### src/core/clk_sel_defines.svh
`ifndef CLK_SEL_DEFINES_SVH
`define CLK_SEL_DEFINES_SVH

// ----------------------------------------
// register offsets (byte addresses)
// ----------------------------------------
`define OSC_CTRL_OFFSET 8'h00
`define OSC_STATUS_OFFSET 8'h04
`define PIN_IO_OFFSET 8'h08
`define FREQ_HZ_OFFSET 8'h0C

// ----------------------------------------
// field positions and reset values
// ----------------------------------------
`define FSEL_LSB 0
`define FSEL_MSB 1
`define FSEL_RESET 2'h2
`define PIN_DRIVE_LSB 0
`define PIN_ENABLE_LSB 2
`define PIN_IO_RESET 4'h0

// ----------------------------------------
// oscillator source option codes
// ----------------------------------------
`define FOSC_INT_IO 3'h4
`define FOSC_INT_CLKOUT 3'h5
`define FOSC_RESET 3'h4

// ----------------------------------------
// source frequencies
// ----------------------------------------
`define BASE_OSC_HZ 32'h0007A120
`define LOCKED_OSC_HZ 32'h00F42400

// ----------------------------------------
// bus responses
// ----------------------------------------
`define RESP_OKAY 2'h0
`define RESP_SLVERR 2'h2

`endif

### src/core/clk_sel_pkg.sv
package clk_sel_pkg;

   typedef enum logic [1:0] {
      MODE_EXTERNAL = 2'b00,
      MODE_INT_IO = 2'b01,
      MODE_INT_CLKOUT = 2'b10
   } osc_mode_t;

   typedef enum logic [1:0] {
      DIV_8 = 2'b00,
      DIV_4 = 2'b01,
      DIV_2 = 2'b10,
      DIV_1 = 2'b11
   } freq_sel_t;

endpackage : clk_sel_pkg

### src/core/internal_clock_freq_select.sv
// Design decisions made here: register access over AXI4-Lite and the register offsets.
`timescale 1ns/100ps
`include "clk_sel_defines.svh"

// Overview of operation
// - internal clock comes from a 500 kHz base; eight frequencies, top 16 MHz.
// - internal or external source is chosen by the configuration option field.
// - a three-bit source option field, fixed at programming, selects internal modes.
// - a postscaler divides the internal source by 1, 2, 4 or 8.
// - lock option set feeds the 16 MHz locked source into the postscaler.
// - with lock set, selectable rates are 16, 8, 4 and 2 MHz.
// - with lock clear, rates are 500, 250, 125, 62.5 kHz from base.
// - any reset loads the select field with 10: 8 MHz or 250 kHz.
// - a new select value applies at once, no start-up delay.
// - clock-out mode frees input pin, drives output pin with frequency over 4.
// - plain internal mode frees both oscillator pins to general I/O.

module internal_clock_freq_select
   import clk_sel_pkg::*;
#(
   parameter int ADDR_W = 8
) (
   input wire logic clk,
   input wire logic reset,
   input wire logic [ADDR_W-1:0] awaddr,
   input wire logic awvalid,
   output logic awready,
   input wire logic [31:0] wdata,
   input wire logic [3:0] wstrb,
   input wire logic wvalid,
   output logic wready,
   output logic [1:0] bresp,
   output logic bvalid,
   input wire logic bready,
   input wire logic [ADDR_W-1:0] araddr,
   input wire logic arvalid,
   output logic arready,
   output logic [31:0] rdata,
   output logic [1:0] rresp,
   output logic rvalid,
   input wire logic rready,
   input wire logic base_osc_tick,
   input wire logic locked_osc_tick,
   input wire logic [2:0] cfg_osc_source,
   input wire logic cfg_lock_16mhz,
   input wire logic osc_input_pin_in,
   output logic osc_input_pin_out,
   output logic osc_input_pin_oe_n,
   input wire logic osc_output_pin_in,
   output logic osc_output_pin_out,
   output logic osc_output_pin_oe_n,
   output logic sys_clk_tick
);

   generate
      if (ADDR_W < 4) begin : g_bad_addr
         $error("address width too small for the register map");
      end
   endgenerate

   // ----------------------------------------
   // configuration word capture
   // ----------------------------------------
   logic strap_done;
   logic lock_16mhz_option;
   logic [2:0] osc_source_option;
   osc_mode_t mode;

   // options are fuses: caught once after reset release, never changed by software
   always_ff @(posedge clk or posedge reset) begin
      if (reset) begin
         strap_done <= 1'b0;
         lock_16mhz_option <= 1'b0;
         osc_source_option <= `FOSC_RESET;
      end else if (!strap_done) begin
         strap_done <= 1'b1;
         lock_16mhz_option <= cfg_lock_16mhz;
         osc_source_option <= cfg_osc_source;
      end
   end

   always_comb begin
      if (osc_source_option == `FOSC_INT_IO) begin
         mode = MODE_INT_IO;
      end else if (osc_source_option == `FOSC_INT_CLKOUT) begin
         mode = MODE_INT_CLKOUT;
      end else begin
         mode = MODE_EXTERNAL;
      end
   end

   // ----------------------------------------
   // pin synchronisers
   // ----------------------------------------
   logic [1:0] pin_raw;
   logic [1:0] pin_meta;
   logic [1:0] pin_level;
   logic ext_prev;
   logic ext_tick;

   assign pin_raw = {osc_output_pin_in, osc_input_pin_in};

   genvar gi;
   generate
      for (gi = 0; gi < 2; gi++) begin : g_pin_sync
         always_ff @(posedge clk or posedge reset) begin
            if (reset) begin
               pin_meta[gi] <= 1'b0;
               pin_level[gi] <= 1'b0;
            end else begin
               pin_meta[gi] <= pin_raw[gi];
               pin_level[gi] <= pin_meta[gi];
            end
         end
      end
   endgenerate

   always_ff @(posedge clk or posedge reset) begin
      if (reset) begin
         ext_prev <= 1'b0;
      end else begin
         ext_prev <= pin_level[0];
      end
   end

   // rising edge of an external clock on the input pin
   assign ext_tick = pin_level[0] && !ext_prev;

   // ----------------------------------------
   // source select and postscaler
   // ----------------------------------------
   logic [1:0] freq_select_field;
   logic src_tick;
   logic int_tick;

   assign src_tick = lock_16mhz_option ? locked_osc_tick : base_osc_tick;

   postscaler #(
      .CNT_W(3)
   ) u_postscaler (
      .clk(clk),
      .reset(reset),
      .src_tick(src_tick),
      .div_sel(freq_select_field),
      .out_tick(int_tick)
   );

   always_ff @(posedge clk or posedge reset) begin
      if (reset) begin
         sys_clk_tick <= 1'b0;
      end else if (!strap_done) begin
         sys_clk_tick <= 1'b0;
      end else if (mode == MODE_EXTERNAL) begin
         sys_clk_tick <= ext_tick;
      end else begin
         sys_clk_tick <= int_tick;
      end
   end

   // ----------------------------------------
   // clock-out divider and pins
   // ----------------------------------------
   logic [1:0] clkout_phase;
   logic clkout_level;
   logic phase_odd;
   logic [1:0] pin_drive;
   logic [1:0] pin_enable;
   logic out_pin_en;

   assign clkout_level = clkout_phase[1];
   assign phase_odd = clkout_phase[0];
   assign out_pin_en = pin_enable[1];

   // two phase bits toggle the pin every second tick: a period of four ticks
   always_ff @(posedge clk or posedge reset) begin
      if (reset) begin
         clkout_phase <= 2'h0;
      end else if (mode != MODE_INT_CLKOUT) begin
         clkout_phase <= 2'h0;
      end else if (int_tick) begin
         clkout_phase <= clkout_phase + 2'h1;
      end
   end

   always_ff @(posedge clk or posedge reset) begin
      if (reset) begin
         osc_input_pin_out <= 1'b0;
         osc_input_pin_oe_n <= 1'b1;
         osc_output_pin_out <= 1'b0;
         osc_output_pin_oe_n <= 1'b1;
      end else begin
         case (mode)
            MODE_INT_CLKOUT: begin
               osc_input_pin_out <= pin_drive[0];
               osc_input_pin_oe_n <= !pin_enable[0];
               osc_output_pin_out <= clkout_level;
               osc_output_pin_oe_n <= 1'b0;
            end
            MODE_INT_IO: begin
               osc_input_pin_out <= pin_drive[0];
               osc_input_pin_oe_n <= !pin_enable[0];
               osc_output_pin_out <= pin_drive[1];
               osc_output_pin_oe_n <= !pin_enable[1];
            end
            default: begin
               // external modes: pins belong to the oscillator circuit
               osc_input_pin_out <= 1'b0;
               osc_input_pin_oe_n <= 1'b1;
               osc_output_pin_out <= 1'b0;
               osc_output_pin_oe_n <= 1'b1;
            end
         endcase
      end
   end

   // ----------------------------------------
   // bus write channel
   // ----------------------------------------
   logic aw_held;
   logic w_held;
   logic [ADDR_W-1:0] aw_addr;
   logic [31:0] wdata_q;
   logic [3:0] wstrb_q;
   logic do_write;
   logic [7:0] waddr8;

   assign do_write = aw_held && w_held && !bvalid;
   assign waddr8 = 8'(aw_addr);

   always_ff @(posedge clk or posedge reset) begin
      if (reset) begin
         awready <= 1'b0;
         aw_held <= 1'b0;
         aw_addr <= '0;
      end else if (awvalid && awready) begin
         awready <= 1'b0;
         aw_held <= 1'b1;
         aw_addr <= awaddr;
      end else if (do_write) begin
         aw_held <= 1'b0;
      end else if (!aw_held && !bvalid) begin
         awready <= 1'b1;
      end
   end

   always_ff @(posedge clk or posedge reset) begin
      if (reset) begin
         wready <= 1'b0;
         w_held <= 1'b0;
         wdata_q <= 32'h00000000;
         wstrb_q <= 4'h0;
      end else if (wvalid && wready) begin
         wready <= 1'b0;
         w_held <= 1'b1;
         wdata_q <= wdata;
         wstrb_q <= wstrb;
      end else if (do_write) begin
         w_held <= 1'b0;
      end else if (!w_held && !bvalid) begin
         wready <= 1'b1;
      end
   end

   always_ff @(posedge clk or posedge reset) begin
      if (reset) begin
         bvalid <= 1'b0;
         bresp <= `RESP_OKAY;
      end else if (do_write) begin
         bvalid <= 1'b1;
         if (waddr8 == `OSC_CTRL_OFFSET || waddr8 == `OSC_STATUS_OFFSET ||
             waddr8 == `PIN_IO_OFFSET || waddr8 == `FREQ_HZ_OFFSET) begin
            bresp <= `RESP_OKAY;
         end else begin
            bresp <= `RESP_SLVERR;
         end
      end else if (bvalid && bready) begin
         bvalid <= 1'b0;
      end
   end

   always_ff @(posedge clk or posedge reset) begin
      if (reset) begin
         freq_select_field <= `FSEL_RESET;
      end else if (do_write && waddr8 == `OSC_CTRL_OFFSET && wstrb_q[0]) begin
         freq_select_field <= wdata_q[`FSEL_MSB:`FSEL_LSB];
      end
   end

   always_ff @(posedge clk or posedge reset) begin
      if (reset) begin
         {pin_enable, pin_drive} <= `PIN_IO_RESET;
      end else if (do_write && waddr8 == `PIN_IO_OFFSET && wstrb_q[0]) begin
         pin_drive <= wdata_q[`PIN_DRIVE_LSB+:2];
         pin_enable <= wdata_q[`PIN_ENABLE_LSB+:2];
      end
   end

   // ----------------------------------------
   // bus read channel
   // ----------------------------------------
   logic [31:0] freq_hz;
   logic [31:0] read_word;
   logic read_ok;
   logic [7:0] raddr8;

   assign raddr8 = 8'(araddr);

   // rate now selected, in hertz; the shift is 3 minus the select code
   assign freq_hz = (lock_16mhz_option ? `LOCKED_OSC_HZ : `BASE_OSC_HZ)
                    >> (~freq_select_field);

   always_comb begin
      read_word = 32'h00000000;
      read_ok = 1'b1;
      if (raddr8 == `OSC_CTRL_OFFSET) begin
         read_word[`FSEL_MSB:`FSEL_LSB] = freq_select_field;
      end else if (raddr8 == `OSC_STATUS_OFFSET) begin
         read_word[8:0] = {strap_done, pin_level, mode, osc_source_option,
                           lock_16mhz_option};
      end else if (raddr8 == `PIN_IO_OFFSET) begin
         read_word[5:0] = {pin_level, pin_enable, pin_drive};
      end else if (raddr8 == `FREQ_HZ_OFFSET) begin
         read_word = freq_hz;
      end else begin
         read_ok = 1'b0;
      end
   end

   always_ff @(posedge clk or posedge reset) begin
      if (reset) begin
         arready <= 1'b0;
         rvalid <= 1'b0;
         rdata <= 32'h00000000;
         rresp <= `RESP_OKAY;
      end else if (arvalid && arready) begin
         arready <= 1'b0;
         rvalid <= 1'b1;
         rdata <= read_word;
         rresp <= read_ok ? `RESP_OKAY : `RESP_SLVERR;
      end else if (rvalid && rready) begin
         rvalid <= 1'b0;
      end else if (!rvalid) begin
         arready <= 1'b1;
      end
   end

   // ----------------------------------------
   // assertions
   // ----------------------------------------
   a_reset_select: assert property (
      @(posedge clk) disable iff (reset)
      $rose(strap_done) |-> freq_select_field == `FSEL_RESET)
      else $error("select field not 10 after reset");

   a_write_select: assert property (
      @(posedge clk) disable iff (reset)
      do_write && waddr8 == `OSC_CTRL_OFFSET && wstrb_q[0]
      |=> freq_select_field == wdata_q[`FSEL_MSB:`FSEL_LSB])
      else $error("select field write not applied");

   a_tick_cause: assert property (
      @(posedge clk) disable iff (reset)
      int_tick |-> $past(src_tick))
      else $error("postscaler tick without a source tick");

   a_locked_pass: assert property (
      @(posedge clk) disable iff (reset)
      strap_done && lock_16mhz_option && locked_osc_tick
      && freq_select_field == 2'h3 |=> int_tick)
      else $error("locked source not passed at divide by 1");

   a_base_only: assert property (
      @(posedge clk) disable iff (reset)
      strap_done && !lock_16mhz_option && !base_osc_tick |=> !int_tick)
      else $error("unlocked rate not taken from base oscillator");

   a_rate_report: assert property (
      @(posedge clk) disable iff (reset)
      freq_select_field == 2'h2 |->
      freq_hz == (lock_16mhz_option ? 32'h007A1200 : 32'h0003D090))
      else $error("default selection is not 8 MHz or 250 kHz");

   a_clkout_pin: assert property (
      @(posedge clk) disable iff (reset)
      mode == MODE_INT_CLKOUT && $stable(clkout_level)
      |=> !osc_output_pin_oe_n && osc_output_pin_out == $past(clkout_level))
      else $error("clock-out pin not driven by divided clock");

   a_clkout_div4: assert property (
      @(posedge clk) disable iff (reset)
      mode == MODE_INT_CLKOUT && $changed(clkout_level)
      |-> $past(int_tick) && $past(phase_odd))
      else $error("clock-out does not toggle every second tick");

   a_io_release: assert property (
      @(posedge clk) disable iff (reset)
      mode == MODE_INT_IO && $stable(out_pin_en)
      |=> osc_output_pin_oe_n == !$past(out_pin_en))
      else $error("output pin not released to general I/O");

   a_options_fixed: assert property (
      @(posedge clk) disable iff (reset)
      strap_done && $past(strap_done)
      |-> $stable(lock_16mhz_option) && $stable(osc_source_option))
      else $error("configuration options changed after capture");

   a_ext_select: assert property (
      @(posedge clk) disable iff (reset)
      strap_done && mode == MODE_EXTERNAL |=> sys_clk_tick == $past(ext_tick))
      else $error("external mode does not follow the pin clock");

endmodule : internal_clock_freq_select

### src/core/postscaler.sv
`timescale 1ns/100ps
module postscaler
   import clk_sel_pkg::*;
#(
   parameter int CNT_W = 3
) (
   input wire logic clk,
   input wire logic reset,
   input wire logic src_tick,
   input wire logic [1:0] div_sel,
   output logic out_tick
);

   generate
      if (CNT_W != 3) begin : g_bad_width
         $error("postscaler needs a 3-bit counter for divide by 8");
      end
   endgenerate

   logic [CNT_W-1:0] cnt;
   logic [CNT_W-1:0] mask;

   // free-running counter: a new divisor acts on the very next source tick
   always_comb begin
      case (freq_sel_t'(div_sel))
         DIV_1: mask = 3'h0;
         DIV_2: mask = 3'h1;
         DIV_4: mask = 3'h3;
         default: mask = 3'h7;
      endcase
   end

   always_ff @(posedge clk or posedge reset) begin
      if (reset) begin
         cnt <= '0;
      end else if (src_tick) begin
         cnt <= cnt + 3'h1;
      end
   end

   always_ff @(posedge clk or posedge reset) begin
      if (reset) begin
         out_tick <= 1'b0;
      end else begin
         out_tick <= src_tick && ((cnt & mask) == 3'h0);
      end
   end

endmodule : postscaler

### config.mk
export PLATFORM = sky130hd
export DESIGN_NAME = internal_clock_freq_select
export DESIGN_NICKNAME = d
export VERILOG_FILES = /design/src/core/clk_sel_pkg.sv /design/src/core/internal_clock_freq_select.sv /design/src/core/postscaler.sv
export VERILOG_INCLUDE_DIRS = /design/src /design/src/core
export SDC_FILE = /design/constraint.sdc
export NUM_CORES = 1
export LEC_CHECK = 0
export ABC_AREA = 1
export BUFFER_PORTS_ARGS = -buffer_cell sky130_fd_sc_hd__buf_2
export CELL_PAD_IN_SITES_DETAIL_PLACEMENT = 0
export CELL_PAD_IN_SITES_GLOBAL_PLACEMENT = 1
export CORE_ASPECT_RATIO = 1.5
export CORE_MARGIN = 1.5
export CORE_UTILIZATION = 36
export CTS_CLUSTER_SIZE = 16
export DETAILED_ROUTE_END_ITERATION = 6
export GPL_ROUTABILITY_DRIVEN = 0
export GPL_TIMING_DRIVEN = 0
export PLACE_DENSITY = 0.9
export SLEW_MARGIN = 20
export SYNTH_ARGS = -nofsm -noshare
export SYNTH_HDL_FRONTEND = slang
export SYNTH_SLANG_ARGS = --single-unit
### constraint.sdc
create_clock -name clk -period 3 [get_ports clk]
set_input_delay 0.45 -clock clk [delete_from_list [all_inputs] [get_ports clk]]
set_output_delay 0.45 -clock clk [all_outputs]
set_load 0.02 [all_outputs]
======== Word-level counts from Yosys, hierarchy flattened ========
Index checks and enable logic that the tools add are counted.
cells by class
  add/subtract/negate cells ............... 2
  div/mod/pow operators ................... 0
  reduce and logical (&&, ||, !) cells .... 39
  eq/ne operators ......................... 18
  order comparisons ....................... 0
  shift operators ......................... 1
  bitwise operators ....................... 2
  multiply operators ...................... 0
  multiplexer cells ....................... 42
operator list
  cell                  number
  $eq A8 B4 Y1 const B  4
  $mux W32              1
  $shr A24 B2 Y32       1
  $mux W30              1
  $mux W26              1
  $mux W1               25
  $mux W24              1
  $mux W23              1
  $eq A8 B3 Y1 const B  2
  $logic_not A8 Y1      2
  $logic_and A1 B1 Y1   15
  $mux W2               7
  $reduce_bool A2 Y1    7
  $mux W9               1
  $pmux W3 S3           1
  $eq A2 B2 Y1 const B  3
  $eq A3 B3 Y1 const B  2
  $logic_not A1 Y1      6
  $mux W6               1
  $ne A2 B1 Y1 const B  3
  $reduce_and A2 Y1     3
  $eq A2 B1 Y1 const B  2
  $ne A2 B2 Y1 const B  2
  $pmux W1 S2           2
  8 further kinds       10
storage, ports and cells
  output and inout bits ................... 46
  bits in registers ....................... 83
  ROM bits ................................ 0
  input bits .............................. 67
  memory bits (writable) .................. 0
  memories ................................ 0
  bits in latches ......................... 0
  word-level logic and storage cells ...... 136

======== Longest topological paths before layout ========
  depth after elaboration ................. 6
  depth in mapped cells ................... 9

======== Hierarchy ========
From an unflattened synthesis, not the netlist that was laid out.
unflattened totals
  cell total of the unflattened synthesis .. 393
  area, all modules ....................... 3320.7 sq um
by module, submodules not included
  module                      seq. area each (sq um)  cells each  instances  area an instance (sq um)
  internal_clock_freq_select  1731.7                  369         1          3121.7
  postscaler                  100.1                   24          1          198.9

======== Least setup slack after synthesis ========
No wires, ideal clock.
  kind .................................... input to register
  from .................................... input port araddr[7]
  to ...................................... register rdata[5]
  setup time .............................. 0.116 ns
  setup slack ............................. 1.727 ns
  stages .................................. 8
  arrival ................................. 1.157 ns
  cells stage by stage .................... nor2_2 > nand2_4 > nor2_4 > inv_4 > nor2_1 > nor2_1 > nand2_1 > nand2_1
between the ends
  word-level cells in the longest chain between the ends .. 5
  elaborated cells between the ends (all ways) .. 8
  classes of those cells .................. eq/ne (3); mux (4); reduce/logical (1)
RTL lines
  element                 RTL line                           source
  start: declaration      internal_clock_freq_select.sv:35   input wire logic [ADDR_W-1:0] araddr,
  $eq A8 B4 Y1 (no line)  n/a
  $mux W32                internal_clock_freq_select.sv:322  end else if (raddr8 == `FREQ_HZ_OFFSET) begin
  $mux W6                 internal_clock_freq_select.sv:320  end else if (raddr8 == `PIN_IO_OFFSET) begin
  $mux W9                 internal_clock_freq_select.sv:317  end else if (raddr8 == `OSC_STATUS_OFFSET) begin
  $mux W30 (*)            internal_clock_freq_select.sv:315  if (raddr8 == `OSC_CTRL_OFFSET) begin
  end signal: assignment  internal_clock_freq_select.sv:338  rdata <= read_word;
  end: declaration        internal_clock_freq_select.sv:38   output logic [31:0] rdata,
Mark *: on every way between the ends. The rest lies on a longest branch, timed or not.
A chain may end at the register's enable or synchronous reset.

======== Worst setup path in the final report ========
  from .................................... register freq_select_field[1]
  to ...................................... register rdata[8]
between the ends
  word-level cells in the longest chain between the ends .. 6
RTL lines
  element                   RTL line                           source
  start: declaration        internal_clock_freq_select.sv:132  logic [1:0] freq_select_field;
  start signal: assignment  internal_clock_freq_select.sv:283  freq_select_field <= `FSEL_RESET;
  start signal: assignment  internal_clock_freq_select.sv:285  freq_select_field <= wdata_q[`FSEL_MSB:`FSEL_LSB];
  $not A2 Y2                internal_clock_freq_select.sv:310  >> (~freq_select_field);
  $shr A24 B2 Y32           internal_clock_freq_select.sv:309  assign freq_hz = (lock_16mhz_option ? `LOCKED_OSC_HZ : `BASE_OSC_HZ)
  $mux W32                  internal_clock_freq_select.sv:322
  $mux W26                  internal_clock_freq_select.sv:320
  $mux W9                   internal_clock_freq_select.sv:317
  $mux W30                  internal_clock_freq_select.sv:315
Every way passes these cells.

==> flow_summary.yaml <==
worst_setup_path:
  worst_setup_path_end_kind: "flop"
  worst-path-buf-inv: 2
  crit_path_max_fanout: 9
  required_ns: 3.27
  crit_family: "flip-flops"
  timing.reg2reg.setup_slack_ns: 1.48
  crit_slowest_cell: "dfstp_2"
  cp_common_cell: "nand2_1"
  worstSetupPathType: "flop to flop"
  path_cells: "buf_4 > inv_2 > nand2_1 > nand3_1 > o21ai_0 > nand2_1 > nand2_1"
  crit_arrival_ns: 1.79
  critPathLaunchType: "flop"
  critical_path.max_stage_delay_ns: 0.51
timing:
  fin_crit_sh_pct: 50.67
  min_period_ns: 1.520
  fmax_mhz: 657.9
  rsz0062_at_grt: "false"
  finClkSkew_ns: 0.004448
  slew_violations: 0
  finalHoldViolCount: 0
  tns_ns: 0
  finalSetupViolCount: 0
pwr:
  power.internal_mw: 2.164
  p_leak_nw: 2.205
  p_switching_mw: 0.9701
  seqPwrFrac_pct: 41.6
  p_total_mw: 3.134
  combPwrFrac_pct: 22.9
  clkPwrFrac_pct: 35.6
  ir_worst_vdd_v: 0.0005495
  sw_frac_of_total_pct: 30.95
  power.density_nw_per_um2: 763.3
layout:
  multi_input_area_um2: 1159
  nFillCells: 853
  nets: 535
  area_growth_pct: 27.11
  n_antenna_cell: 0
  seq_area_um2: 1832
  drive_above_1_share_pct: 27.54
logic_synthesis:
  netlist_instances: 375
  yosysSeqAreaShare_pct: 56.70
  netlist_area_um2: 3231
  synth_top_area_share_pct: 53.45
  synth-edff-count: 0
  avgSynthCellArea_um2: 8.615
  ys_top_cells_by_area: "dfrtp_1 (53%), nand2_1 (15%), o21ai_0 (4.6%)"
  async_flop_share_pct: 100.0
  yosysUniqueCellTypes: 30
  yosys_warnings: 0
  synth_most_common_cell: "nand2_1"
  synth_ff_type: "dfrtp_1"
  netlist_top_cells_count: "nand2_1 (126), dfrtp_1 (69), inv_1 (32), o21ai_0 (30), nor2_1 (22)"
  synth_seq_cells: 73
  post-synth-top-area-cell: "dfrtp_1"
die:
  fp.dieW_um: 80.35
  ioPinCount: 113
  core_area_um2: 8776
  die_area_um2: 9563
  initial_core_util_pct: 36.81
  dieHeight_um: 119.0
  rows: 42
placement:
  port-buffer-count: 71
  hpwl_um: 5392
routing:
  antenna_left: 0
  drc_errors: 0
  first_pass_iters: 4
  drt-initial-drc-count: 205
  routed_wl_um: 7109
  wl_per_cell_um: 12.21
  vias: 2629
  avgViaCountPerCell: 4.517
global_routing:
  grt_start_max_net_pins: 55
  antenna_found_initial: 0
  gr-usage-all-layers_pct: 15.94
  grt.overflow.total: 0
  grt_pass1_vias: 2521
  grt_pass1_wl_um: 11540
cts:
  holdBufCountCts: 0
  numCtsBuffers: 9
  ctsHtreeMaxLevel: 3
  root_buffer: "clkbuf_16"
  clk_path_buf_depth: 2
  post-cts-setup-buffers: 0
  cts_sinks: 73
  cts_resized: 0
  worstSkewPairLatency_ns: 0.33
  tritoncts: "done"
  clkTransAtPathRegs_ns: 0.06
run:
  drv_cap: 0
status:
  status: "finished, final reports clean"
worst_hold_path:
  hold_path_class: "primary input to asynchronous set/reset pin"
-- metal layers --
layer	up-vias	track usage [%]	share of wire [%]
met2	70	28.36	53
met3	12	3.372	5.5
met5	-	0	0
li1	1345	-	-
met1	1202	17.15	39
met4	0	8.405	1.9
-- flip-flops by register name, summed over array words and instances (netlist names), 2 cells and up --
| signal | cells |
|---|---|
| wdata_q | 4 |
| pin_enable | 2 |
| pin_level | 2 |
| freq_select_field | 2 |
| osc_source_option | 3 |
| u_postscaler.cnt | 3 |
| aw_addr | 8 |
| rdata | 24 |
| pin_meta | 2 |
| clkout_phase | 2 |
| pin_drive | 2 |
-- power groups by stage --
| stage | Clock [mW] | Sequential [mW] | Combinational, mW |
|---|---|---|---|
| 2_1_floorplan | 0 | 1.36 | 0.460 |
| 3_3_place_gp | 0 | 1.31 | 0.696 |
| 3_5_place_dp | 0 | 1.32 | 0.724 |
| 4_1_cts | 1.14 | 1.30 | 0.729 |
| 5_1_grt | 1.18 | 1.33 | 0.816 |
| 6_report | 1.12 | 1.30 | 0.716 |
-- worst paths after layout --
kind,from,end,cells past startpoint
max reg2reg,freq_select_field[1],rdata[8],7
max,freq_select_field[1],rdata[8],7
min in group clk,osc_output_pin_in,pin_meta[1],1
max in group asynchronous,reset,osc_source_option[2],3
min reg2reg,pin_meta[1],pin_level[1],0
min,reset,bvalid,2
-- through the flow --
step | hold slack (ns) | utilization (%) | setup slack [ns] | cells | cell area [um2]
floorplan | 0.3312 | - | 0.7033 | 384 | 3264
global placement | 0.3361 | 42.81 | -0.06507 | 565 | 3757
detailed placement | 0.3417 | 43.16 | 1.450 | 566 | 3787
CTS | 0.06362 | 46.79 | 1.543 | 582 | 4106
global route | 0.07919 | 46.79 | 1.449 | 582 | 4106
finish | 0.06518 | 46.79 | 1.480 | 582 | 4106
-- area by class of cell --
type	instances	area share, %
tap	110	3.352
timing repair buffer	72	9.324
multi-input combinational	254	28.21
buffer	18	2.986
inverter	39	3.748
clock inverter	2	0.8531
sequential	73	44.61
clock buffer	14	6.917
-- cells by family (layout without fill, tap and decap cells) --
logic type	count (synthesis)	count (layout)	synth area share, %
AOI/OAI and AO/OA	53	53	8.521
xor gates and xnor gates	2	2	0.5423
adders and majority gates	1	1	0.3872
buffers and inverters	57	145	8.482
DFF	73	73	56.70
muxes	1	1	0.3485
other	2	11	0.2325
and+or+nand+nor	186	186	24.79
-- worst reg2reg max path: stages (launching register included) --
cell and delay [ns]:
dfstp_2 0.51, buf_4 0.16, inv_2 0.09, nand2_1 0.13
nand3_1 0.11, o21ai_0 0.29, nand2_1 0.10, nand2_1 0.07
-- cells in the final DEF, fill, tap and decap left out, drive strengths merged --
cell type	n
nand2	129
buf	87
dfrtp	69
o21ai	43
inv	39
nor2	31
nand3	19
clkbuf	17
conb	11
a21oi	8
nor3	5
dfstp	4
xor2	2
nand4	2
mux2	1
a221oi	1
o31ai	1
ha	1
clkinv	1
bufinv	1
Note: power is estimated with default switching activity, not from simulation.
